### src/core/htec_params.svh
// Function
// Acquisition starts on rising or falling trigger edge, per edge setting.
// One acquisition per accepted active trigger edge.
// Source holds trigger active at least 100 ns after the edge.
// After reset the trigger comes from input line 1 unless selected.
// Source never triggers faster than the allowed maximum rate.
// Two exposure modes under external trigger: timed and pulse width.
// Timed mode exposes for programmed duration regardless of trigger.
// Pulse width mode ends exposure at the opposite trigger edge.
// Pulse width mode exists unless the variant parameter disables it.
// Pulse width mode still uses the duration setting to time ready.
// Host programs duration to the shortest intended pulse exposure.
// Pulse width exposure extends until previous readout completes.
// Ending edge after readout completes ends exposure normally.
// Host selects start trigger, mode on, line 1 and edge.
// Single frame start command arms for exactly one trigger.
// Source applies edges only while the ready output is high.
// After single frame trigger, further edges ignored until re-armed.
// Exposure end starts readout and transmission of the image.
// Continuous mode stops answering edges after a stop command.
// Timed duration is raw value 1 to 4095 times the time base.
// Trigger is synchronised first; edges while unarmed are discarded.
`ifndef HTEC_PARAMS_SVH
`define HTEC_PARAMS_SVH
`define HTEC_RAW_W        12
`define HTEC_RAW_MAX      12'hfff
`define HTEC_RAW_MIN      12'h001
`define HTEC_BASE_W       24
`define HTEC_BASE_RST     24'h000014
`define HTEC_CLK_MHZ      20
`define HTEC_MIN_PULSE_NS 100
`define HTEC_CLK_NS       50
`define HTEC_MIN_PULSE_CYC \
  ((`HTEC_MIN_PULSE_NS + `HTEC_CLK_NS - 1) / `HTEC_CLK_NS)
`define HTEC_LINE_W       2
`define HTEC_LINE_FIRST   2'h0
`endif

### src/core/htec_pkg.sv
package htec_pkg;
  typedef enum logic { HTEC_EDGE_RISE, HTEC_EDGE_FALL } htec_edge_t;
  typedef enum logic { HTEC_EXP_TIMED, HTEC_EXP_WIDTH } htec_exp_t;
  typedef enum logic { HTEC_ACQ_SINGLE, HTEC_ACQ_CONT } htec_acq_t;
endpackage : htec_pkg

### src/core/htec_trigger_ctrl.sv
`timescale 1ns/10ps
`include "htec_params.svh"
module htec_trigger_ctrl
  import htec_pkg::*;
#(
  parameter bit WIDTH_MODE_AVAILABLE = 1'b1
) (
  input  wire logic                    clk,
  input  wire logic                    rst,
  input  wire logic [3:0]              inputLines,
  input  wire logic [`HTEC_LINE_W-1:0] triggerSourceSel,
  input  wire logic                    triggerModeOn,
  input  wire htec_edge_t              edgeSel,
  input  wire htec_exp_t               exposureMode,
  input  wire htec_acq_t               acquisitionMode,
  input  wire logic                    acqStartCmd,
  input  wire logic                    acqStopCmd,
  input  wire logic [`HTEC_RAW_W-1:0]  exposureDurationSetting,
  input  wire logic [`HTEC_BASE_W-1:0] timeBaseCycles,
  input  wire logic                    readoutBusy,
  output logic                         triggerReadyOut,
  output logic                         exposureActive,
  output logic                         readoutStart,
  output logic                         armed
);
  typedef enum logic [1:0] { ST_IDLE, ST_TIMED, ST_WIDTH, ST_HOLD } htec_st_t;

  htec_st_t                st_r;
  logic                    externalTriggerIn;
  logic                    trigSync;
  logic                    trigPrev_r;
  logic                    activeEdge;
  logic                    endEdge;
  logic                    accept;
  logic                    timerRun;
  logic                    timerDone;
  logic                    widthMode;
  logic                    readoutAtStart_r;
  logic [`HTEC_LINE_W-1:0] lineSel_r;

  // Latched source select; defaults to the first input line after reset
  always_ff @(posedge clk) begin
    if (rst) begin
      lineSel_r <= `HTEC_LINE_FIRST;
    end else begin
      lineSel_r <= triggerSourceSel;
    end
  end

  assign externalTriggerIn = inputLines[lineSel_r];

  htec_sync htec_sync_inst (
    .clk     (clk),
    .rst     (rst),
    .asyncIn (externalTriggerIn),
    .syncOut (trigSync)
  );

  always_ff @(posedge clk) begin
    if (rst) begin
      trigPrev_r <= 1'b0;
    end else begin
      trigPrev_r <= trigSync;
    end
  end

  // Edge polarity follows the edge selection
  assign activeEdge = (edgeSel == HTEC_EDGE_RISE) ?
                      (trigSync & ~trigPrev_r) : (~trigSync & trigPrev_r);
  assign endEdge    = (edgeSel == HTEC_EDGE_RISE) ?
                      (~trigSync & trigPrev_r) : (trigSync & ~trigPrev_r);

  assign widthMode = WIDTH_MODE_AVAILABLE &&
                     (exposureMode == HTEC_EXP_WIDTH);

  // One acquisition per accepted edge; unarmed edges fall away
  assign accept = armed && triggerModeOn && activeEdge &&
                  (st_r == ST_IDLE);

  // Arming: start arms, stop disarms, single frame disarms on use
  always_ff @(posedge clk) begin
    if (rst) begin
      armed <= 1'b0;
    end else if (acqStopCmd) begin
      armed <= 1'b0;
    end else if (acqStartCmd) begin
      armed <= 1'b1;
    end else if (accept && acquisitionMode == HTEC_ACQ_SINGLE) begin
      armed <= 1'b0;
    end
  end

  // Timer runs in both modes; in width mode it only gates ready
  htec_exp_timer htec_exp_timer_inst (
    .clk        (clk),
    .rst        (rst),
    .start      (accept),
    .rawValue   (exposureDurationSetting),
    .baseCycles (timeBaseCycles),
    .running    (timerRun),
    .done       (timerDone)
  );

  always_ff @(posedge clk) begin
    if (rst) begin
      readoutAtStart_r <= 1'b0;
    end else if (accept) begin
      readoutAtStart_r <= readoutBusy;
    end
  end

  // Exposure sequencing
  always_ff @(posedge clk) begin
    if (rst) begin
      st_r <= ST_IDLE;
    end else begin
      unique case (st_r)
        ST_IDLE: begin
          if (accept) begin
            st_r <= widthMode ? ST_WIDTH : ST_TIMED;
          end
        end
        ST_TIMED: begin
          if (timerDone) begin
            st_r <= ST_IDLE;
          end
        end
        ST_WIDTH: begin
          if (endEdge) begin
            st_r <= readoutBusy ? ST_HOLD : ST_IDLE;
          end
        end
        ST_HOLD: begin
          if (!readoutBusy) begin
            st_r <= ST_IDLE;
          end
        end
      endcase
    end
  end

  assign exposureActive = (st_r != ST_IDLE);

  // Readout begins as exposure ends
  always_ff @(posedge clk) begin
    if (rst) begin
      readoutStart <= 1'b0;
    end else begin
      readoutStart <= exposureActive &&
                      ((st_r == ST_TIMED && timerDone) ||
                       (st_r == ST_WIDTH && endEdge && !readoutBusy) ||
                       (st_r == ST_HOLD && !readoutBusy));
    end
  end

  // Ready when armed, trigger mode on, idle, readout not busy and no minimum exposure still counting
  always_ff @(posedge clk) begin
    if (rst) begin
      triggerReadyOut <= 1'b0;
    end else begin
      triggerReadyOut <= armed && triggerModeOn && !accept &&
                         (st_r == ST_IDLE) && !timerRun && !readoutBusy;
    end
  end
endmodule : htec_trigger_ctrl

### src/core/htec_sync.sv
`timescale 1ns/10ps
module htec_sync (
  input  wire logic clk,
  input  wire logic rst,
  input  wire logic asyncIn,
  output logic      syncOut
);
  logic s1_r;
  logic s2_r;
  logic s3_r;

  // Three stages; the level changes once the second and third agree
  always_ff @(posedge clk) begin
    if (rst) begin
      s1_r <= 1'b0;
      s2_r <= 1'b0;
      s3_r <= 1'b0;
    end else begin
      s1_r <= asyncIn;
      s2_r <= s1_r;
      s3_r <= s2_r;
    end
  end

  always_ff @(posedge clk) begin
    if (rst) begin
      syncOut <= 1'b0;
    end else if (s2_r == s3_r) begin
      syncOut <= s3_r;
    end
  end
endmodule : htec_sync

### src/core/htec_exp_timer.sv
`timescale 1ns/10ps
`include "htec_params.svh"
module htec_exp_timer (
  input  wire logic                    clk,
  input  wire logic                    rst,
  input  wire logic                    start,
  input  wire logic [`HTEC_RAW_W-1:0]  rawValue,
  input  wire logic [`HTEC_BASE_W-1:0] baseCycles,
  output logic                         running,
  output logic                         done
);
  logic [`HTEC_BASE_W-1:0] baseCnt_r;
  logic [`HTEC_RAW_W-1:0]  rawCnt_r;
  logic                    lastTick;

  assign lastTick = (baseCnt_r <= `HTEC_BASE_W'(1)) &&
                    (rawCnt_r <= `HTEC_RAW_W'(1));

  // Duration is raw count times base period, both clamped to one at least
  always_ff @(posedge clk) begin
    if (rst) begin
      running   <= 1'b0;
      done      <= 1'b0;
      baseCnt_r <= '0;
      rawCnt_r  <= '0;
    end else begin
      done <= 1'b0;
      if (start) begin
        running   <= 1'b1;
        baseCnt_r <= baseCycles;
        rawCnt_r  <= (rawValue < `HTEC_RAW_MIN) ? `HTEC_RAW_MIN : rawValue;
      end else if (running) begin
        if (lastTick) begin
          running <= 1'b0;
          done    <= 1'b1;
        end else if (baseCnt_r <= `HTEC_BASE_W'(1)) begin
          baseCnt_r <= baseCycles;
          rawCnt_r  <= rawCnt_r - `HTEC_RAW_W'(1);
        end else begin
          baseCnt_r <= baseCnt_r - `HTEC_BASE_W'(1);
        end
      end
    end
  end
endmodule : htec_exp_timer

### config.mk
export PLATFORM = sky130hd
export DESIGN_NAME = htec_trigger_ctrl
export DESIGN_NICKNAME = d
export VERILOG_FILES = /design/src/core/htec_pkg.sv /design/src/core/htec_trigger_ctrl.sv /design/src/core/htec_sync.sv /design/src/core/htec_exp_timer.sv
export VERILOG_INCLUDE_DIRS = /design/src /design/src/core
export SDC_FILE = /design/constraint.sdc
export NUM_CORES = 1
export LEC_CHECK = 0
export ABC_AREA = 1
export BUFFER_PORTS_ARGS = -buffer_cell sky130_fd_sc_hd__buf_2
export CAP_MARGIN = 20
export CORE_ASPECT_RATIO = 2
export CORE_MARGIN = 2
export CORE_UTILIZATION = 26
export CTS_CLUSTER_SIZE = 8
export DETAILED_ROUTE_END_ITERATION = 16
export SYNTH_ARGS = -nofsm -noshare
export SYNTH_HDL_FRONTEND = slang
export SYNTH_SLANG_ARGS = --single-unit
### constraint.sdc
create_clock -name clk -period 2.8 [get_ports clk]
set_input_delay 0.28 -clock clk [delete_from_list [all_inputs] [get_ports clk]]
set_output_delay 0.28 -clock clk [all_outputs]
set_load 0.005 [all_outputs]
==> impl_metrics.json, run 1 <==
{
  "synth_cells": 538,
  "start_util_pct": 26.4,
  "synthToLayoutAreaGrowth_pct": 16.5,
  "max_freq_mhz": 478,
  "hp-class": "input pin to flop",
  "tightest_slew_ps": 521,
  "drt-total-wl_mm": 8.76,
  "synth_xor_area_share_pct": 4.78,
  "vias_per_cell": 4.54,
  "synth-simple-area-share_pct": 43.3,
  "postCtsSetupBuffers": 0,
  "gr-usage-all-layers_pct": 13.1,
  "synth_fp_nets": 593,
  "synth_fa_ha_area_share_pct": 1.52,
  "drtIter0Drc": 119,
  "vias": 3353,
  "ir_worst_vdd_mv": 0.251,
  "ys_seq_area_share_pct": 30.4,
  "synthMuxAreaShare_pct": 0,
  "core_area_um2": 12500,
  "clock_latency_ps": 290,
  "die-height_um": 163,
  "yosysWarningCount": 0,
  "p_leak_nw": 2.12,
  "critPathMaxFanout": 22,
  "place_congestion": 0.852,
  "synth_area_um2": 3300,
  "avgSynthCellArea_um2": 6.13,
  "grt_antenna_before_repair": 0,
  "crit_arrival_ps": 2320,
  "worst-r2r-setup-slack_ps": 710,
  "maxCapViolCount": 0,
  "clock_sinks": 50,
  "p_per_area_nw_per_um2": 406,
  "status": "completed",
  "cts_root_buf": "clkbuf_16",
  "drive_gt1_share_pct": 16.3,
  "ys_seq_elements": 50,
  "die_area_um2": 13700,
  "skew_ps": 5.21,
  "cts_tree": "done",
  "clk_pin_slew_ps": 70,
  "worstSetupPathType": "flop to flop",
  "finalNetCount": 643,
  "final-setup-viol-count": 0,
  "most-common-layout-cells": "nand2_1 (178), nor2_1 (80), inv_1 (55), buf_2 (54), dfxtp_1 (50)",
  "grt_max_degree": 27,
  "io_buffer_count": 54,
  "crit_required_ps": 3020,
  "cts_hold_buf": 0,
  "total_power_w": 0.00156,
  "rows": 58,
  "htreeDepth": 2,
  "synth-compound-area-share_pct": 9.75,
  "cts_resized": 0,
  "grt_pass1_wl_mm": 14.5,
  "slew_violations": 0,
  "wl_per_cell_um": 11.9,
  "period_needed_ps": 2090,
  "fillers": 1488,
  "finalHoldViolations": 0,
  "gr-total-overflow": 0,
  "ios": 55,
  "start_kind": "flop",
  "synthDistinctLibCells": 36,
  "synth_top_family_by_area": "simple AND/OR/NAND/NOR gates",
  "numCtsBuffers": 5,
  "mostFrequentLayoutCell": "nand2_1",
  "rsz0062_at_grt": "false",
  "dp_hpwl_mm": 7.07,
  "clk_path_buf_depth": 2,
  "fin_crit_sh_pct": 74.7,
  "die_w_um": 83.6,
  "maxSlewHeadroom_pct": 65.2,
  "drtAntennaViolNets": 0,
  "drc": 0,
  "fin_tns_setup_ps": 0,
  "firstDrtPassIters": 5,
  "endpoint_kind": "flop",
  "grt_pass1_vias": 3232
}
-- flip-flops by register name, indices dropped and copies added, names as in the netlist, 2 cells and up --
register and flops:
lineSel_r 2, st_r 2, htec_exp_timer_inst.baseCnt_r 24, htec_exp_timer_inst.rawCnt_r 12
-- stage by stage --
stage / utilization (%) / area, um2 / setup WS, ps / cells / hold slack (ps)
after floorplan: - / 3300 / 1130 / 538 / 359
after detailed placement: 29.4 / 3670 / 710 / 731 / 395
after global placement: 29.4 / 3670 / 739 / 731 / 400
final: 30.8 / 3840 / 709 / 739 / 145
after global routing: 30.8 / 3840 / 389 / 738 / 140
after CTS: 30.8 / 3840 / 685 / 738 / 138
-- layout make-up --
type                    instances  area [um2]  share of cell area (%)
well taps                     150         188                    4.89
inverters                      60         230                    5.99
repair buffers                 57         293                    7.62
flip-flops and latches         50        1000                    26.1
multi-input cells             414        1960                    51.0
clock inverters                 1        30.0                   0.782
clock buffers                   6         139                    3.62
diodes                          1        2.50                  0.0651
-- synth_stat cells --
cell type / n / area (um2)
xor2_1: 14 / 123
nor2_4: 1 / 11.3
o21bai_4: 1 / 18.8
nor2_2: 11 / 68.8
nor2_1: 80 / 300
nand2_2: 3 / 18.8
nand2_4: 2 / 22.5
inv_6: 1 / 8.76
nand4_1: 3 / 18.8
or2_0: 1 / 6.26
o211ai_1: 1 / 7.51
or2_2: 6 / 37.5
nor3_1: 5 / 25.0
o21bai_1: 1 / 7.51
inv_1: 55 / 206
a31oi_4: 1 / 21.3
nand3_2: 3 / 30.0
clkinv_1: 1 / 3.75
xnor2_1: 4 / 35.0
o21ai_1: 11 / 55.1
a31oi_1: 1 / 6.26
buf_2: 5 / 25.0
nand3_1: 40 / 200
nor4_1: 1 / 6.26
dfxtp_1: 50 / 1000
clkbuf_1: 2 / 7.51
a21oi_1: 9 / 45.0
buf_4: 1 / 7.51
nor3b_1: 1 / 7.51
nand3b_1: 1 / 7.51
inv_2: 3 / 11.3
o21a_1: 2 / 15.0
ha_1: 4 / 50.1
nand2_1: 178 / 668
buf_6: 6 / 67.6
o21ai_0: 29 / 145
-- critical path: stages (launching register included) --
cell and delay, ps:
dfxtp_1 340, inv_1 80, ha_1 230, inv_1 80
nand2_1 60, nand2_1 50, nor2_2 120, nand3_2 140
o21bai_4 160, nand2_4 130, nor2_4 440, nand2_1 90
o21ai_1 90
-- final timing paths --
path	from	to	cells after the start
max	htec_exp_timer_inst.baseCnt_r[0]	htec_exp_timer_inst.baseCnt_r[20]	12
min	acqStopCmd	armed	2
max reg2reg	htec_exp_timer_inst.baseCnt_r[0]	htec_exp_timer_inst.baseCnt_r[20]	12
min reg2reg	htec_sync_inst.s1_r	htec_sync_inst.s2_r	2
-- where the power goes --
group          switching, W  total, W  internal (W)
registers        0.00000722  0.000727      0.000720
clock network      0.000268  0.000709      0.000441
logic             0.0000684  0.000124     0.0000552
total              0.000344   0.00156       0.00122
-- logic make-up (layout without fill, tap and decap cells) --
family | after synthesis | after routing
adders and majority gates | 4 | 4
other | 0 | 1
xor gates and xnor gates | 18 | 18
buffers and inverters | 74 | 124
AOI/OAI and AO/OA | 56 | 56
DFF | 50 | 50
and+or+nand+nor | 336 | 336
-- routing by layer --
layer	wire length, um	vias up	track usage [%]
met5	0	-	0
met4	191	0	5.94
met3	190	12	1.57
met2	5120	50	27.1
met1	3260	1520	12.4
li1	-	1771	-
(Power assumes the default switching activity.)
==> run 2: changes to the inputs <==
==> constraint.sdc (replaced) <==
create_clock -name clk -period 2 [get_ports clk]
set_input_delay 0.2 -clock clk [delete_from_list [all_inputs] [get_ports clk]]
set_output_delay 0.2 -clock clk [all_outputs]
set_load 0.005 [all_outputs]
==> impl_metrics.json, run 2 (synthesis results as in run 1) <==
{
  "rows": 58,
  "design_area_um2": 4110,
  "rr_endpoint": "htec_exp_timer_inst.baseCnt_r[19]",
  "gr-total-overflow": 0,
  "start_kind": "flop",
  "drtIter0Drc": 112,
  "slew_violations": 0,
  "dpl.cell_count": 739,
  "multi_input_area_um2": 2000,
  "p_leak_nw": 2.24,
  "maxCapViolCount": 0,
  "gr-usage-all-layers_pct": 13.4,
  "die-height_um": 163,
  "start_util_pct": 26.4,
  "antennaDiodeCount": 0,
  "p_per_area_nw_per_um2": 544,
  "critPathMaxFanout": 6,
  "clk_path_buf_depth": 2,
  "drive_gt1_share_pct": 19.5,
  "finalHoldViolations": 0,
  "fin_crit_sh_pct": 97.8,
  "maxSlewHeadroom_pct": 76.0,
  "dp_hpwl_mm": 7.10,
  "worstSetupPathType": "flop to flop",
  "tightest_slew_ps": 358,
  "final_cells": 754,
  "regMostFlops": "htec_exp_timer_inst.baseCnt_r",
  "fin_tns_setup_ps": 0,
  "max_freq_mhz": 511,
  "wl_per_cell_um": 12.8,
  "cts_root_buf": "clkbuf_16",
  "clock_latency_ps": 300,
  "pre_cts_slack_ps": 115,
  "fillers": 1425,
  "status": "completed",
  "worst-r2r-setup-slack_ps": 40,
  "crit_required_ps": 2240,
  "placed_cell_area_um2": 3780,
  "cts_tree": "done",
  "ios": 55,
  "most-common-layout-cells": "nand2_1 (177), nor2_1 (80), buf_2 (54), inv_1 (53), dfxtp_1 (48)",
  "drt-total-wl_mm": 9.65,
  "grt_max_degree": 31,
  "drc": 0,
  "synthToLayoutAreaGrowth_pct": 24.5,
  "vias": 3387,
  "top_regs": "htec_exp_timer_inst.baseCnt_r x24, htec_exp_timer_inst.rawCnt_r x12",
  "crit_arrival_ps": 2190,
  "clk_pin_slew_ps": 70,
  "final-setup-viol-count": 0,
  "core_area_um2": 12500,
  "hp-class": "input pin to flop",
  "endpoint_kind": "flop",
  "period_needed_ps": 1960,
  "mostFrequentLayoutCell": "nand2_1",
  "numCtsBuffers": 5,
  "vias_per_cell": 4.49,
  "skew_ps": 3.42,
  "crit_path_end": "htec_exp_timer_inst.baseCnt_r[19]",
  "critPathLaunch": "htec_exp_timer_inst.baseCnt_r[1]",
  "die_w_um": 83.6,
  "firstDrtPassIters": 4,
  "postLayoutSetupSlackWorst_ps": 43.6,
  "place_congestion": 0.821,
  "grt_pass1_wl_mm": 14.6,
  "io_buffer_count": 54,
  "final-seq-area_um2": 1000,
  "grt_pass1_vias": 3182,
  "cts_hold_buf": 0,
  "largest_reg_flops": 24,
  "grt_antenna_before_repair": 0,
  "htreeDepth": 2,
  "finalNetCount": 658,
  "ff2ff_path_depth": 13,
  "clock_sinks": 50,
  "drtAntennaViolNets": 0,
  "die_area_um2": 13700,
  "rr_startpoint": "htec_exp_timer_inst.baseCnt_r[1]",
  "ir_worst_vdd_mv": 0.270
}
==> run 2: how the worst min path moves through the flow <==
stage,start,endpoint,slack [ps],cells past startpoint
CTS,acqStopCmd,armed,50,2
detailed placement,acqStopCmd,armed,370,2
floorplan,acqStopCmd,armed,280,1
global route,acqStopCmd,armed,50,2
global placement,acqStopCmd,armed,370,2
finish,acqStopCmd,armed,60,2
==> run 2: through the flow <==
stage               util, %  hold slack (ps)  total power [W]
floorplan                 -              279          0.00113
global placement       30.3              369          0.00123
detailed placement     30.3              371          0.00123
CTS                    31.6             49.9          0.00225
global route           32.9             49.7          0.00232
finish                 32.9             57.3          0.00223
==> run 2: timing repair <==
item / in CTS / in global routing
setup buffers: 0 / 3
gates resized for setup: 0 / 13
setup endpoints to repair: 0 / 17
==> run 2: where the power goes <==
group | leakage, nW | switching [W] | total, W | internal [W]
logic | 1.76 | 0.000109 | 0.000210 | 0.000101
registers | 0.405 | 0.00000740 | 0.00101 | 0.00101
clock network | 0.0760 | 0.000418 | 0.00101 | 0.000591
==> run 2: cell type report <==
| class | count | area share (%) |
|---|---|---|
| Multi-Input combinational cell | 414 | 48.7 |
| Sequential cell | 50 | 24.4 |
| Timing Repair Buffer | 72 | 12.5 |
| Inverter | 60 | 5.67 |
| Tap cell | 150 | 4.57 |
| Clock buffer | 5 | 3.05 |
| Clock inverter | 3 | 1.10 |
==> run 2: worst max-delay path, stage by stage (launching register included) <==
cell and delay (ps):
dfxtp_2 330, inv_2 80, ha_4 140, inv_1 50, nand2_1 60, nand2_2 60, nor2_4 150, nand3_4 110
o21bai_4 210, nand2_8 90, nor2_4 270, clkbuf_16 210, nand2_1 50, o21ai_1 70
==> run 2: per-layer routing <==
| layer | part of all wire (%) | global-route usage (%) | vias to the layer above |
|---|---|---|---|
| li1 | - | - | 1803 |
| met1 | 37 | 13.3 | 1520 |
| met2 | 59 | 27.1 | 51 |
| met3 | 2.0 | 1.36 | 13 |
| met4 | 2.7 | 5.65 | 0 |
| met5 | 0 | 0 | - |
==> run 3: changes to the inputs <==
--- a/config.mk
+++ b/config.mk
@@ -10,8 +10,8 @@
 export BUFFER_PORTS_ARGS = -buffer_cell sky130_fd_sc_hd__buf_2
 export CAP_MARGIN = 20
 export CORE_ASPECT_RATIO = 2
-export CORE_MARGIN = 2
 export CORE_UTILIZATION = 26
+export CTS_CLUSTER_DIAMETER = 120
 export CTS_CLUSTER_SIZE = 8
 export DETAILED_ROUTE_END_ITERATION = 16
 export SYNTH_ARGS = -nofsm -noshare
==> impl_metrics.json, run 3 (synthesis results as in run 1) <==
{
  "place_congestion": 0.835,
  "max_freq_mhz": 552,
  "fin_crit_sh_pct": 90.6,
  "p_leak_nw": 2.21,
  "drt-total-wl_mm": 8.91,
  "skew_ps": 4.02,
  "clk_pin_slew_ps": 70,
  "swShare_pct": 21.6,
  "hp-class": "input pin to flop",
  "share_comb_of_total_power_pct": 8.0,
  "slew_violations": 0,
  "io_buffer_count": 54,
  "maxSlewHeadroom_pct": 79.6,
  "finalNetCount": 655,
  "power_frac_seq_pct": 43.1,
  "fin_tns_setup_ps": 0,
  "start_util_pct": 26.9,
  "finalHoldViolations": 0,
  "clock_power_share_pct": 48.9,
  "finish.utilization_pct": 32.5,
  "crit_required_ps": 2190,
  "gr-usage-all-layers_pct": 14.8,
  "largest_reg_flops": 24,
  "numCtsBuffers": 5,
  "core_area_um2": 12300,
  "endpoint_kind": "flop",
  "final-setup-viol-count": 0,
  "die-height_um": 161,
  "critPathMaxFanout": 18,
  "rows": 57,
  "ir_worst_vdd_mv": 0.472,
  "mostFrequentLayoutCell": "nand2_1",
  "p_switching_w": 0.000508,
  "wl_per_cell_um": 11.9,
  "dp_hpwl_mm": 6.98,
  "rsz0062_at_grt": "false",
  "grt_antenna_before_repair": 0,
  "period_needed_ps": 1810,
  "antennaDiodeCount": 0,
  "grt_max_degree": 23,
  "htreeDepth": 2,
  "clock_sinks": 50,
  "synthToLayoutAreaGrowth_pct": 20.9,
  "tightest_slew_ps": 306,
  "fillers": 1412,
  "internal_power_w": 0.00184,
  "firstDrtPassIters": 4,
  "regMostFlops": "htec_exp_timer_inst.baseCnt_r",
  "ios": 55,
  "vias_per_cell": 4.41,
  "gr-total-overflow": 0,
  "most-common-layout-cells": "nand2_1 (178), nor2_1 (80), inv_1 (55), buf_2 (54), dfxtp_1 (50)",
  "drc": 0,
  "dpl.cell_count": 737,
  "drtIter0Drc": 97,
  "clk_path_buf_depth": 2,
  "maxCapViolCount": 0,
  "worstSetupPathType": "flop to flop",
  "vias": 3299,
  "clock_latency_ps": 290,
  "p_per_area_nw_per_um2": 590,
  "start_kind": "flop",
  "grt_pass1_wl_mm": 14.9,
  "grt_pass1_vias": 3332,
  "cts_tree": "done",
  "die_area_um2": 13200,
  "cts_hold_buf": 0,
  "cts_root_buf": "clkbuf_16",
  "final_cells": 748,
  "drive_gt1_share_pct": 18.1,
  "status": "completed",
  "drtAntennaViolNets": 0,
  "top_regs": "htec_exp_timer_inst.baseCnt_r x24, htec_exp_timer_inst.rawCnt_r x12",
  "crit_arrival_ps": 2000,
  "die_w_um": 81.6
}
==> run 3: cell count changes in the layout (fill, tap and decap cells not counted), moves of 2 or more <==
cell        change
clkbuf_16       -3
dfxtp_1         +2
dfxtp_2         -2
clkinvlp_4      -2
buf_12          -2
inv_2           -2
buf_4           +2
inv_1           +2
==> run 3: power by group through the flow <==
stage / Sequential, W / Clock [W] / Combinational (W)
4_1_cts: 0.00101 / 0.00119 / 0.000191
2_1_floorplan: 0.00104 / 0 / 0.0000962
6_report: 0.00101 / 0.00115 / 0.000188
5_1_grt: 0.00102 / 0.00122 / 0.000215
3_3_place_gp: 0.00104 / 0 / 0.000189
3_5_place_dp: 0.00104 / 0 / 0.000190
==> run 3: routing by layer <==
layer	routed length (um)	up-vias	track usage [%]	part of all wire, %
met2	5070	55	29.2	57
met1	3420	1436	14.5	38
li1	-	1794	-	-
met3	151	14	1.41	1.7
met5	0	-	0	0
met4	267	0	6.86	3.0
==> run 3: critical path: stages, from the launching register on <==
cell and delay, ps:
dfxtp_1 340, inv_1 90, ha_1 170, inv_1 60
nand2_1 70, nand2_1 60, nor2_2 130, nand3_2 140
nand2_2 140, inv_4 100, or2_2 280, nand2_1 60
o21ai_1 50
==> run 3: area by class of cell <==
cell class	count	area, um2	share of cell area (%)
clock inverter	2	60.1	1.51
clock buffer	6	139	3.48
tap	147	184	4.61
inverter	60	233	5.84
multi-input combinational	414	1960	49.1
sequential	50	1000	25.1
timing repair buffer	69	412	10.3
==> run 3: metrics by stage <==
step	setup WS (ps)	hold WS, ps	total power [W]	instance area, um2
floorplan	331	279	0.00113	3300
global placement	180	365	0.00123	3760
detailed placement	141	372	0.00123	3760
CTS	97.4	49.7	0.00239	3960
global route	9.58	61.0	0.00245	3990
finish	189	56.4	0.00235	3990
==> run 3: worst paths after layout <==
kind | cells after the start | start | slack, ps | endpoint
min | 2 | acqStopCmd | 60 | armed
min reg2reg | 2 | htec_sync_inst.s1_r | 410 | htec_sync_inst.s2_r
max | 12 | htec_exp_timer_inst.baseCnt_r[0] | 190 | htec_exp_timer_inst.baseCnt_r[19]
max reg2reg | 12 | htec_exp_timer_inst.baseCnt_r[0] | 190 | htec_exp_timer_inst.baseCnt_r[19]
==> run 3: what timing repair did <==
item,in CTS,in global routing
buffers inserted,0,3
resized for setup,0,3
endpoints found under the setup margin,0,9
